File: src/logic/irq_level_pkg.sv
// Purpose: Shared constants for the interrupt source level configuration bank.
// Assumes: APB slave with 32-bit data, one 16-bit register per aligned word.
// Notes: Register offsets are word indices; byte address is four times the index.
package irq_level_pkg;

  ////////////////////////////////////////////////////////////////////////////////
  // Bus and field geometry
  localparam int ADDR_W = 12;
  localparam int DATA_W = 32;
  localparam int REG_W = 16;
  localparam int FIELD_W = 2;
  localparam int NUM_REGS = 4;
  localparam int NUM_SRC = 25;
  localparam int IDX_LSB = 2;
  localparam int IDX_W = 4;

  // Register indices as printed (byte address = index * 4)
  localparam logic [IDX_W-1:0] IDX_DECODER_CFG = 4'h6;
  localparam logic [IDX_W-1:0] IDX_TIMER_AB_C = 4'h7;
  localparam logic [IDX_W-1:0] IDX_SERIAL0_TIMER_A = 4'h8;
  localparam logic [IDX_W-1:0] IDX_PWM_CONVERTER = 4'h9;

  // Writable bit masks; zero bits are reserved, read zero, ignore writes
  localparam logic [REG_W-1:0] MASK_DECODER_CFG = 16'h000F;
  localparam logic [REG_W-1:0] MASK_TIMER_AB_C = 16'hFFFF;
  localparam logic [REG_W-1:0] MASK_SERIAL0_TIMER_A = 16'hF3FF;
  localparam logic [REG_W-1:0] MASK_PWM_CONVERTER = 16'hFFFF;
  localparam logic [REG_W-1:0] CFG_RESET = 16'h0000;

  // Field encodings
  localparam logic [FIELD_W-1:0] FIELD_DISABLED = 2'h0;
  localparam logic [FIELD_W-1:0] FIELD_TOP = 2'h3;
  localparam logic [FIELD_W-1:0] LEVEL_MAX = 2'h2;

  ////////////////////////////////////////////////////////////////////////////////
  // Source table: bank slot (0..3 for indices 6..9) and field LSB per source.
  // Order: decoder0_index, decoder0_home_wdog, timer_a_ch0, timer_b_ch3..ch0,
  // timer_c_ch3..ch1, serial0_rx_full, serial0_rx_error, serial0_tx_idle,
  // serial0_tx_empty, timer_a_ch3..ch1, pwm_unit_a_fault, pwm_unit_b_fault,
  // pwm_unit_a_reload, pwm_unit_b_reload, converter_a_zero_cross,
  // converter_b_zero_cross, converter_a_done, converter_b_done.
  localparam int SRC_SLOT [NUM_SRC] = '{
    0, 0,
    1, 1, 1, 1, 1, 1, 1, 1,
    2, 2, 2, 2, 2, 2, 2,
    3, 3, 3, 3, 3, 3, 3, 3
  };
  localparam int SRC_LSB [NUM_SRC] = '{
    2, 0,
    14, 12, 10, 8, 6, 4, 2, 0,
    14, 12, 8, 6, 4, 2, 0,
    14, 12, 10, 8, 6, 4, 2, 0
  };

endpackage

File: src/logic/irq_level_regs.sv
// Purpose: APB bank of interrupt source level fields feeding the priority resolver.
// Assumes: APB4 master on pclk; resolver samples enables and levels each cycle.
// Notes: Always ready; unmapped or misaligned access answers with pslverr.
module irq_level_regs (
  // Clock and reset
  input wire logic pclk,
  input wire logic presetn,
  // APB slave
  input wire logic psel,
  input wire logic penable,
  input wire logic pwrite,
  input wire logic [irq_level_pkg::ADDR_W-1:0] paddr,
  input wire logic [irq_level_pkg::DATA_W-1:0] pwdata,
  input wire logic [irq_level_pkg::DATA_W/8-1:0] pstrb,
  output logic [irq_level_pkg::DATA_W-1:0] prdata,
  output logic pready,
  output logic pslverr,
  // To priority resolver, one bit / one field per source
  output logic [irq_level_pkg::NUM_SRC-1:0] src_enable,
  output logic [irq_level_pkg::NUM_SRC*irq_level_pkg::FIELD_W-1:0] src_level
);

  localparam int RW = irq_level_pkg::REG_W;
  localparam int FW = irq_level_pkg::FIELD_W;
  localparam int NR = irq_level_pkg::NUM_REGS;

  ////////////////////////////////////////////////////////////////////////////////
  // Address decode

  logic [irq_level_pkg::IDX_W-1:0] word_idx;
  logic upper_zero;
  logic aligned;
  logic [NR-1:0] hit;
  logic any_hit;
  logic access;
  logic setup_read;
  logic [NR-1:0] wr_en;
  logic [RW-1:0] cfg [NR];
  logic [RW-1:0] rd_word;
  logic [irq_level_pkg::DATA_W-1:0] prdata_q;
  logic [irq_level_pkg::DATA_W-1:0] prdata_d;

  // Word index from byte address
  assign word_idx = paddr[irq_level_pkg::IDX_LSB +: irq_level_pkg::IDX_W];
  assign upper_zero = (paddr[irq_level_pkg::ADDR_W-1:irq_level_pkg::IDX_LSB+irq_level_pkg::IDX_W]
                       == '0);
  assign aligned = (paddr[irq_level_pkg::IDX_LSB-1:0] == '0);
  assign hit[0] = upper_zero && aligned && (word_idx == irq_level_pkg::IDX_DECODER_CFG);
  assign hit[1] = upper_zero && aligned && (word_idx == irq_level_pkg::IDX_TIMER_AB_C);
  assign hit[2] = upper_zero && aligned && (word_idx == irq_level_pkg::IDX_SERIAL0_TIMER_A);
  assign hit[3] = upper_zero && aligned && (word_idx == irq_level_pkg::IDX_PWM_CONVERTER);
  assign any_hit = |hit;

  // Phase qualifiers
  assign access = psel && penable;
  assign setup_read = psel && !penable && !pwrite;
  assign wr_en = (access && pwrite) ? hit : '0;

  // Zero-wait slave; error on unmapped or misaligned access
  assign pready = 1'b1;
  assign pslverr = access && !any_hit;

  ////////////////////////////////////////////////////////////////////////////////
  // Configuration registers

  // Decoder0 index and home/watchdog fields, upper bits reserved
  level_cfg_reg #(
    .WIDTH(RW),
    .WMASK(irq_level_pkg::MASK_DECODER_CFG),
    .RESET(irq_level_pkg::CFG_RESET)
  ) u_reg_decoder (
    .pclk(pclk),
    .presetn(presetn),
    .wr_en(wr_en[0]),
    .wdata(pwdata[RW-1:0]),
    .wstrb(pstrb[RW/8-1:0]),
    .value_q(cfg[0])
  );

  // Timer A ch0 and timer B fields
  // Timer C fields in low bits
  level_cfg_reg #(
    .WIDTH(RW),
    .WMASK(irq_level_pkg::MASK_TIMER_AB_C),
    .RESET(irq_level_pkg::CFG_RESET)
  ) u_reg_timer_abc (
    .pclk(pclk),
    .presetn(presetn),
    .wr_en(wr_en[1]),
    .wdata(pwdata[RW-1:0]),
    .wstrb(pstrb[RW/8-1:0]),
    .value_q(cfg[1])
  );

  // Bits 11-10 masked off, read zero
  level_cfg_reg #(
    .WIDTH(RW),
    .WMASK(irq_level_pkg::MASK_SERIAL0_TIMER_A),
    .RESET(irq_level_pkg::CFG_RESET)
  ) u_reg_serial0 (
    .pclk(pclk),
    .presetn(presetn),
    .wr_en(wr_en[2]),
    .wdata(pwdata[RW-1:0]),
    .wstrb(pstrb[RW/8-1:0]),
    .value_q(cfg[2])
  );

  level_cfg_reg #(
    .WIDTH(RW),
    .WMASK(irq_level_pkg::MASK_PWM_CONVERTER),
    .RESET(irq_level_pkg::CFG_RESET)
  ) u_reg_pwm_conv (
    .pclk(pclk),
    .presetn(presetn),
    .wr_en(wr_en[3]),
    .wdata(pwdata[RW-1:0]),
    .wstrb(pstrb[RW/8-1:0]),
    .value_q(cfg[3])
  );

  ////////////////////////////////////////////////////////////////////////////////
  // Read path

  // Select addressed word, zero when unmapped
  assign rd_word = hit[0] ? cfg[0] :
                   hit[1] ? cfg[1] :
                   hit[2] ? cfg[2] :
                   hit[3] ? cfg[3] : '0;
  assign prdata_d = {{(irq_level_pkg::DATA_W-RW){1'b0}}, rd_word};

  // Capture read data in setup so it stands through the access cycle
  always_ff @(posedge pclk or negedge presetn) begin
    if (!presetn) begin
      prdata_q <= '0;
    end else if (setup_read) begin
      prdata_q <= prdata_d;
    end
  end

  assign prdata = prdata_q;

  ////////////////////////////////////////////////////////////////////////////////
  // Named source fields

  // Port positions of the sources toward the resolver
  // Order matches the source table of the package
  // Decoder0 register
  localparam int DECODER0_INDEX_SRC = 0;
  localparam int DECODER0_HOME_WDOG_SRC = 1;

  // Timer A/B/C register
  localparam int TIMER_A_CH0_SRC = 2;
  localparam int TIMER_B_CH3_SRC = 3;
  localparam int TIMER_B_CH2_SRC = 4;
  localparam int TIMER_B_CH1_SRC = 5;
  localparam int TIMER_B_CH0_SRC = 6;
  localparam int TIMER_C_CH3_SRC = 7;
  localparam int TIMER_C_CH2_SRC = 8;
  localparam int TIMER_C_CH1_SRC = 9;

  // Serial0 and timer A register
  localparam int SERIAL0_RX_FULL_SRC = 10;
  localparam int SERIAL0_RX_ERROR_SRC = 11;
  localparam int SERIAL0_TX_IDLE_SRC = 12;
  localparam int SERIAL0_TX_EMPTY_SRC = 13;
  localparam int TIMER_A_CH3_SRC = 14;
  localparam int TIMER_A_CH2_SRC = 15;
  localparam int TIMER_A_CH1_SRC = 16;

  // PWM and converter register
  localparam int PWM_UNIT_A_FAULT_SRC = 17;
  localparam int PWM_UNIT_B_FAULT_SRC = 18;
  localparam int PWM_UNIT_A_RELOAD_SRC = 19;
  localparam int PWM_UNIT_B_RELOAD_SRC = 20;
  localparam int CONVERTER_A_ZERO_CROSS_SRC = 21;
  localparam int CONVERTER_B_ZERO_CROSS_SRC = 22;
  localparam int CONVERTER_A_DONE_SRC = 23;
  localparam int CONVERTER_B_DONE_SRC = 24;

  // Field slices, one per source, taken through the source table
  logic [FW-1:0] field_of [irq_level_pkg::NUM_SRC];

  // Slice each source field out of its register
  genvar f;
  generate
    for (f = 0; f < irq_level_pkg::NUM_SRC; f++) begin : g_field
      assign field_of[f] = cfg[irq_level_pkg::SRC_SLOT[f]][irq_level_pkg::SRC_LSB[f] +: FW];
    end
  endgenerate

  // Named fields, readable in waves and in the hand-off below
  logic [FW-1:0] decoder0_index_level;
  logic [FW-1:0] decoder0_home_wdog_level;
  logic [FW-1:0] timer_a_ch0_level;
  logic [FW-1:0] timer_b_ch3_level;
  logic [FW-1:0] timer_b_ch2_level;
  logic [FW-1:0] timer_b_ch1_level;
  logic [FW-1:0] timer_b_ch0_level;
  logic [FW-1:0] timer_c_ch3_level;
  logic [FW-1:0] timer_c_ch2_level;
  logic [FW-1:0] timer_c_ch1_level;
  logic [FW-1:0] serial0_rx_full_level;
  logic [FW-1:0] serial0_rx_error_level;
  logic [FW-1:0] serial0_tx_idle_level;
  logic [FW-1:0] serial0_tx_empty_level;
  logic [FW-1:0] timer_a_ch3_level;
  logic [FW-1:0] timer_a_ch2_level;
  logic [FW-1:0] timer_a_ch1_level;
  logic [FW-1:0] pwm_unit_a_fault_level;
  logic [FW-1:0] pwm_unit_b_fault_level;
  logic [FW-1:0] pwm_unit_a_reload_level;
  logic [FW-1:0] pwm_unit_b_reload_level;
  logic [FW-1:0] converter_a_zero_cross_level;
  logic [FW-1:0] converter_b_zero_cross_level;
  logic [FW-1:0] converter_a_done_level;
  logic [FW-1:0] converter_b_done_level;

  assign decoder0_index_level = field_of[DECODER0_INDEX_SRC];
  assign decoder0_home_wdog_level = field_of[DECODER0_HOME_WDOG_SRC];

  // Timer A ch0 on top, timer B ch3 down to ch0
  assign timer_a_ch0_level = field_of[TIMER_A_CH0_SRC];
  assign timer_b_ch3_level = field_of[TIMER_B_CH3_SRC];
  assign timer_b_ch2_level = field_of[TIMER_B_CH2_SRC];
  assign timer_b_ch1_level = field_of[TIMER_B_CH1_SRC];
  assign timer_b_ch0_level = field_of[TIMER_B_CH0_SRC];

  // Timer C ch3 down to ch1 in the low bits
  assign timer_c_ch3_level = field_of[TIMER_C_CH3_SRC];
  assign timer_c_ch2_level = field_of[TIMER_C_CH2_SRC];
  assign timer_c_ch1_level = field_of[TIMER_C_CH1_SRC];

  // Serial0 sources around the reserved pair
  assign serial0_rx_full_level = field_of[SERIAL0_RX_FULL_SRC];
  assign serial0_rx_error_level = field_of[SERIAL0_RX_ERROR_SRC];
  assign serial0_tx_idle_level = field_of[SERIAL0_TX_IDLE_SRC];
  assign serial0_tx_empty_level = field_of[SERIAL0_TX_EMPTY_SRC];

  // Timer A ch3 down to ch1
  assign timer_a_ch3_level = field_of[TIMER_A_CH3_SRC];
  assign timer_a_ch2_level = field_of[TIMER_A_CH2_SRC];
  assign timer_a_ch1_level = field_of[TIMER_A_CH1_SRC];

  assign pwm_unit_a_fault_level = field_of[PWM_UNIT_A_FAULT_SRC];
  assign pwm_unit_b_fault_level = field_of[PWM_UNIT_B_FAULT_SRC];
  assign pwm_unit_a_reload_level = field_of[PWM_UNIT_A_RELOAD_SRC];
  assign pwm_unit_b_reload_level = field_of[PWM_UNIT_B_RELOAD_SRC];

  // Converter zero-cross and done in the low byte
  assign converter_a_zero_cross_level = field_of[CONVERTER_A_ZERO_CROSS_SRC];
  assign converter_b_zero_cross_level = field_of[CONVERTER_B_ZERO_CROSS_SRC];
  assign converter_a_done_level = field_of[CONVERTER_A_DONE_SRC];
  assign converter_b_done_level = field_of[CONVERTER_B_DONE_SRC];

  // Packed hand-off, source s at bits [s*FW +: FW]
  logic [irq_level_pkg::NUM_SRC*FW-1:0] field_vec;

  assign field_vec = {
    converter_b_done_level,
    converter_a_done_level,
    converter_b_zero_cross_level,
    converter_a_zero_cross_level,
    pwm_unit_b_reload_level,
    pwm_unit_a_reload_level,
    pwm_unit_b_fault_level,
    pwm_unit_a_fault_level,
    timer_a_ch1_level,
    timer_a_ch2_level,
    timer_a_ch3_level,
    serial0_tx_empty_level,
    serial0_tx_idle_level,
    serial0_rx_error_level,
    serial0_rx_full_level,
    timer_c_ch1_level,
    timer_c_ch2_level,
    timer_c_ch3_level,
    timer_b_ch0_level,
    timer_b_ch1_level,
    timer_b_ch2_level,
    timer_b_ch3_level,
    timer_a_ch0_level,
    decoder0_home_wdog_level,
    decoder0_index_level
  };

  ////////////////////////////////////////////////////////////////////////////////
  // Elaboration checks

  // Refuse package values that the bank layout cannot serve
  if (irq_level_pkg::DATA_W < RW) begin : g_chk_data_w
    $error("irq_level_regs: data bus narrower than one register");
  end
  if (irq_level_pkg::IDX_LSB + irq_level_pkg::IDX_W >= irq_level_pkg::ADDR_W) begin : g_chk_addr
    $error("irq_level_regs: word index does not fit the address");
  end
  if (RW % FW != 0) begin : g_chk_field
    $error("irq_level_regs: fields do not tile a register");
  end
  if (FW != $bits(irq_level_pkg::FIELD_DISABLED)) begin : g_chk_code
    $error("irq_level_regs: field width differs from the code width");
  end

  ////////////////////////////////////////////////////////////////////////////////
  // Per-source decode toward the resolver

  // One decoder per source
  genvar s;
  generate
    for (s = 0; s < irq_level_pkg::NUM_SRC; s++) begin : g_src
      // Top code maps to level 2
      level_decode #(
        .FIELD_W(FW)
      ) u_dec (
        .pclk(pclk),
        .presetn(presetn),
        .field(field_vec[s*FW +: FW]),
        .enable_q(src_enable[s]),
        .level_q(src_level[s*FW +: FW])
      );
    end
  endgenerate

endmodule

File: src/logic/level_cfg_reg.sv
// Purpose: One 16-bit level configuration register with byte strobes.
// Assumes: Write enable is a single-cycle pulse at the APB access edge.
// Notes: Reserved bits are never stored, so they always read zero.
module level_cfg_reg #(
  parameter int WIDTH = 16,
  parameter logic [WIDTH-1:0] WMASK = '1,
  parameter logic [WIDTH-1:0] RESET = '0
) (
  // Clock and reset
  input wire logic pclk,
  input wire logic presetn,
  // Write port
  input wire logic wr_en,
  input wire logic [WIDTH-1:0] wdata,
  input wire logic [WIDTH/8-1:0] wstrb,
  // Stored value
  output logic [WIDTH-1:0] value_q
);

  logic [WIDTH-1:0] lane_mask;
  logic [WIDTH-1:0] value_d;

  initial begin
    if (WIDTH % 8 != 0) $error("level_cfg_reg: WIDTH must be whole bytes");
  end

  // Expand byte strobes to bits
  genvar b;
  generate
    for (b = 0; b < WIDTH/8; b++) begin : g_lane
      assign lane_mask[b*8 +: 8] = {8{wstrb[b]}};
    end
  endgenerate

  // Merge only writable bits of enabled lanes
  assign value_d = (value_q & ~(lane_mask & WMASK)) | (wdata & lane_mask & WMASK);

  // Storage, disabled pattern after reset
  always_ff @(posedge pclk or negedge presetn) begin
    if (!presetn) begin
      value_q <= RESET;
    end else if (wr_en) begin
      value_q <= value_d;
    end
  end

endmodule

File: src/logic/level_decode.sv
// Purpose: Decode one two-bit source field into enable and level.
// Assumes: Field comes straight from a configuration register.
// Notes: Outputs are registered; they follow the field one cycle later.
module level_decode #(
  parameter int FIELD_W = 2
) (
  // Clock and reset
  input wire logic pclk,
  input wire logic presetn,
  // Field from register
  input wire logic [FIELD_W-1:0] field,
  // To priority resolver
  output logic enable_q,
  output logic [FIELD_W-1:0] level_q
);

  logic enable_d;
  logic [FIELD_W-1:0] level_d;

  initial begin
    if (FIELD_W != 2) $error("level_decode: only two-bit fields supported");
  end

  // Zero disables; otherwise level is the code minus one
  assign enable_d = (field != irq_level_pkg::FIELD_DISABLED);
  assign level_d = enable_d ? FIELD_W'(field - 1'b1) : irq_level_pkg::FIELD_DISABLED;

  // Registered outputs, disabled out of reset
  always_ff @(posedge pclk or negedge presetn) begin
    if (!presetn) begin
      enable_q <= 1'b0;
      level_q <= irq_level_pkg::FIELD_DISABLED;
    end else begin
      enable_q <= enable_d;
      level_q <= level_d;
    end
  end

endmodule

File: config.mk
export PLATFORM = sky130hd
export DESIGN_NAME = irq_level_regs
export DESIGN_NICKNAME = d
export VERILOG_FILES = /design/src/logic/irq_level_pkg.sv /design/src/logic/irq_level_regs.sv /design/src/logic/level_cfg_reg.sv /design/src/logic/level_decode.sv
export SDC_FILE = /design/constraint.sdc
export NUM_CORES = 1
export LEC_CHECK = 0
export BUFFER_PORTS_ARGS = -buffer_cell sky130_fd_sc_hd__buf_2
export CAP_MARGIN = 30
export CORE_MARGIN = 4
export CORE_UTILIZATION = 50
export CTS_CLUSTER_SIZE = 28
export DETAILED_ROUTE_END_ITERATION = 10
export GPL_ROUTABILITY_DRIVEN = 0
export PLACE_DENSITY = 0.83
export SLEW_MARGIN = 30
export SYNTH_ARGS = -nofsm -noshare
export SYNTH_HDL_FRONTEND = slang
export SYNTH_SLANG_ARGS = --single-unit
export TNS_END_PERCENT = 20
File: constraint.sdc
create_clock -name pclk -period 3.35 [get_ports pclk]
set_input_delay 0.67 -clock pclk [delete_from_list [all_inputs] [get_ports pclk]]
set_output_delay 0.67 -clock pclk [all_outputs]
set_load 0.05 [all_outputs]
==> impl_metrics.py <==
metrics = {
    "placed_design": {
        "io_buffer_count": 126,
        "placed_area_sq_um": 6242,
        "dp_hpwl_mm": 9.158,
        "pre_cts_ws_ps": 599.4,
        "dp.cells": 679,
    },
    "yosys": {
        "synth_common_cells": "141 x dfrtp_1, 50 x mux2_2, 44 x buf_4",
        "synthSimpleGateAreaFrac_pct": 13.31,
        "synth_compound_area_share_pct": 7.375,
        "synth-xor-area-share_pct": 0,
        "synth_top_family_by_area": "simple AND/OR/NAND/NOR gates",
        "synth_ff_type": "dfrtp_1",
        "synthAdderAreaFrac_pct": 0,
        "synth.distinct_cells": 38,
        "muxShareOfSynthArea_pct": 9.967,
        "synth_edf_count": 0,
        "syn_area_sq_um": 5649,
        "yosys_warnings": 0,
        "synth_area_per_cell_sq_um": 12.81,
        "synthArstFlopShare_pct": 100.0,
        "ys_ff_latch": 141,
        "ys_seq_area_share_pct": 62.46,
        "synth_top_area_cell": "dfrtp_1",
        "netlist_instances": 441,
        "yosysMostFrequentCell": "dfrtp_1",
        "synthTopCellsByArea": "dfrtp_1 62%, mux2_2 10%, buf_4 5.8%",
        "yosys.area.top_type_share_pct": 62.46,
    },
    "pwr": {
        "p_leak_nw": 3.807,
        "swShare_pct": 20.57,
        "finalPower_mw": 4.038,
        "switchingPower_mw": 0.8307,
        "peakVddDrop_v": 0.0003062,
        "power_frac_clock_pct": 53.9,
        "pwr-share-seq_pct": 42.2,
        "p_comb_share_pct": 3.9,
        "powerDensity_nw_per_um2": 582.3,
        "internal_power_mw": 3.208,
    },
    "cells_and_area": {
        "multi_input_area_sq_um": 1795,
        "final_area_sq_um": 6935,
        "regArea_sq_um": 3528,
        "layout-drive-gt1-share_pct": 43.96,
        "nFillCells": 850,
        "finish.utilization_pct": 63.42,
        "fin_nets": 611,
        "num_antenna_cells": 0,
        "layout.cells.non_filler": 711,
        "areaGrowthSynthToFinish_pct": 22.77,
    },
    "drt": {
        "vias": 3782,
        "routed_wl_mm": 12.94,
        "final_antenna_net_count": 0,
        "dr.pass1.iters": 4,
        "drt_iter0_drc": 209,
        "drcViolationCount": 0,
        "viasPerCell": 5.319,
        "wire_per_inst_microns": 18.20,
    },
    "global_route": {
        "antenna_found_initial": 1,
        "use_met3_pct": 6.078,
        "busiest_layer": "met2",
        "met2_usage_pct": 35.44,
        "grt_pass1_vias": 4051,
        "grt_pass1_wl_mm": 20.62,
        "use_met1_pct": 24.56,
        "grt_overflow_total": 0,
        "grt.total_usage_pct": 20.97,
        "grt_max_degree": 94,
    },
    "sta": {
        "whs_ps": 309.5,
        "final.setup.worst_slack_ps": 805.5,
        "finClkSkew_ps": 6.643,
        "max_freq_mhz": 393.0,
        "finalCritPeriodShare_pct": 75.95,
        "tightest_slew_ps": 822.0,
        "setup_violations": 0,
        "hold_viol": 0,
        "grt_setup_unrepaired": "no",
        "worst_slew_margin_rel_pct": 45.20,
        "fin_crit_ps": 2544,
        "slew_viol_final": 0,
        "tns_ps": 0,
    },
    "floorplanning": {
        "die_area_sq_um": 13060,
        "core_sq_um": 10940,
        "die_w_microns": 114.3,
        "die_h_microns": 114.3,
        "initial_core_util_pct": 51.66,
        "fp-row-count": 38,
        "pin_count": 162,
    },
    "job": {
        "cap_violations": 0,
    },
    "cts": {
        "cts.sinks": 141,
        "clkSlewWorstSetupHoldPaths_ps": 60,
        "cts_tree": "yes",
        "clk_latency_ps": 410,
        "cts_repair_resize_count": 0,
        "cts.path.max_buffers": 2,
        "cts_hold_buf": 0,
        "h-tree-depth": 4,
        "cts-buffers-inserted": 17,
        "cts_setup_buffers": 0,
        "cts_root_buf": "clkbuf_16",
    },
    "critical_path": {
        "worstSetupEndpointType": "output port",
        "worst_setup_path_start_kind": "primary input",
        "cp.arrival_ps": 1870,
        "cp.required_ps": 2680,
        "path_class": "primary input to output port",
        "worstPathMaxFanout": 10,
    },
    "outcome": {
        "outcome": "completed",
    },
    "hold_path": {
        "hold_path.class": "primary input to async pin",
    },
}
-- power groups by stage --
stage | logic [mW] | registers (mW) | clock network, mW
global placement | 0.150 | 1.74 | 0
CTS | 0.157 | 1.71 | 2.21
detailed placement | 0.155 | 1.74 | 0
finish | 0.156 | 1.71 | 2.18
floorplan | 0.0914 | 1.74 | 0
global route | 0.170 | 1.70 | 2.29
-- final cells by class --
type / instances / share of cell area, %
Inverter: 3 / 0.1624
Multi-Input combinational cell: 258 / 25.89
Timing Repair Buffer: 137 / 10.55
Clock inverter: 15 / 3.861
Tap cell: 140 / 2.526
Clock buffer: 17 / 6.134
Sequential cell: 141 / 50.87
-- metal layers --
metal / wire, microns / share of wire [%] / vias to the layer above
met4: 326 / 2.5 / 2
met5: 12 / 0.093 / -
met3: 787 / 6.1 / 24
met1: 4990 / 39 / 1925
li1: - / - / 1702
met2: 6825 / 53 / 129
-- worst max-delay path, stage by stage --
cell,delay [ps]
buf_2,120
or3b_2,620
nand2_1,110
a31oi_1,110
buf_2,230
-- cells by family (layout without fill, tap and decap cells) --
logic type      after synthesis  after routing
other cells                   2             17
simple gates                128            128
flops                       141            141
compound gates               63             63
mux                          50             50
buf+inv                      57            172
-- path summary, 6_finish.rpt --
| path | startpoint | end | slack [ps] | cells past startpoint |
|---|---|---|---|---|
| max reg2reg | flop | prdata[0] | 2170 | 2 |
| max in group asynchronous | presetn | async pin | 2260 | 2 |
| min | presetn | g_src[22].u_dec.level_q[1] | 310 | 1 |
| max | paddr[4] | pslverr | 810 | 5 |
| min in group pclk | flop | g_src[0].u_dec.level_q[0] | 450 | 1 |
| min reg2reg | flop | g_src[0].u_dec.level_q[0] | 450 | 1 |
-- placed cells by master, fill, tap and decap left out, types with 2 or more instances in the layout --
cell type / n
o22ai_1: 6
a31oi_1: 10
conb_1: 17
buf_4: 10
and2_1: 24
nor2_1: 8
or3_1: 2
nor2b_1: 25
a21boi_0: 3
a32o_1: 2
o21ai_0: 22
nor3_1: 3
o31ai_1: 2
a32oi_1: 2
buf_2: 125
or2_2: 24
mux2_2: 50
dfrtp_1: 141
nand3_1: 3
a21oi_1: 5
nor2_2: 2
nor4_1: 3
clkinv_2: 2
inv_1: 2
bufinv_16: 7
clkinvlp_4: 4
clkbuf_16: 17
a2bb2oi_1: 3
nand2_1: 23
a22oi_1: 7
nand4_1: 3
or3b_2: 2
No activity file was read; power rests on OpenSTA's default activity.
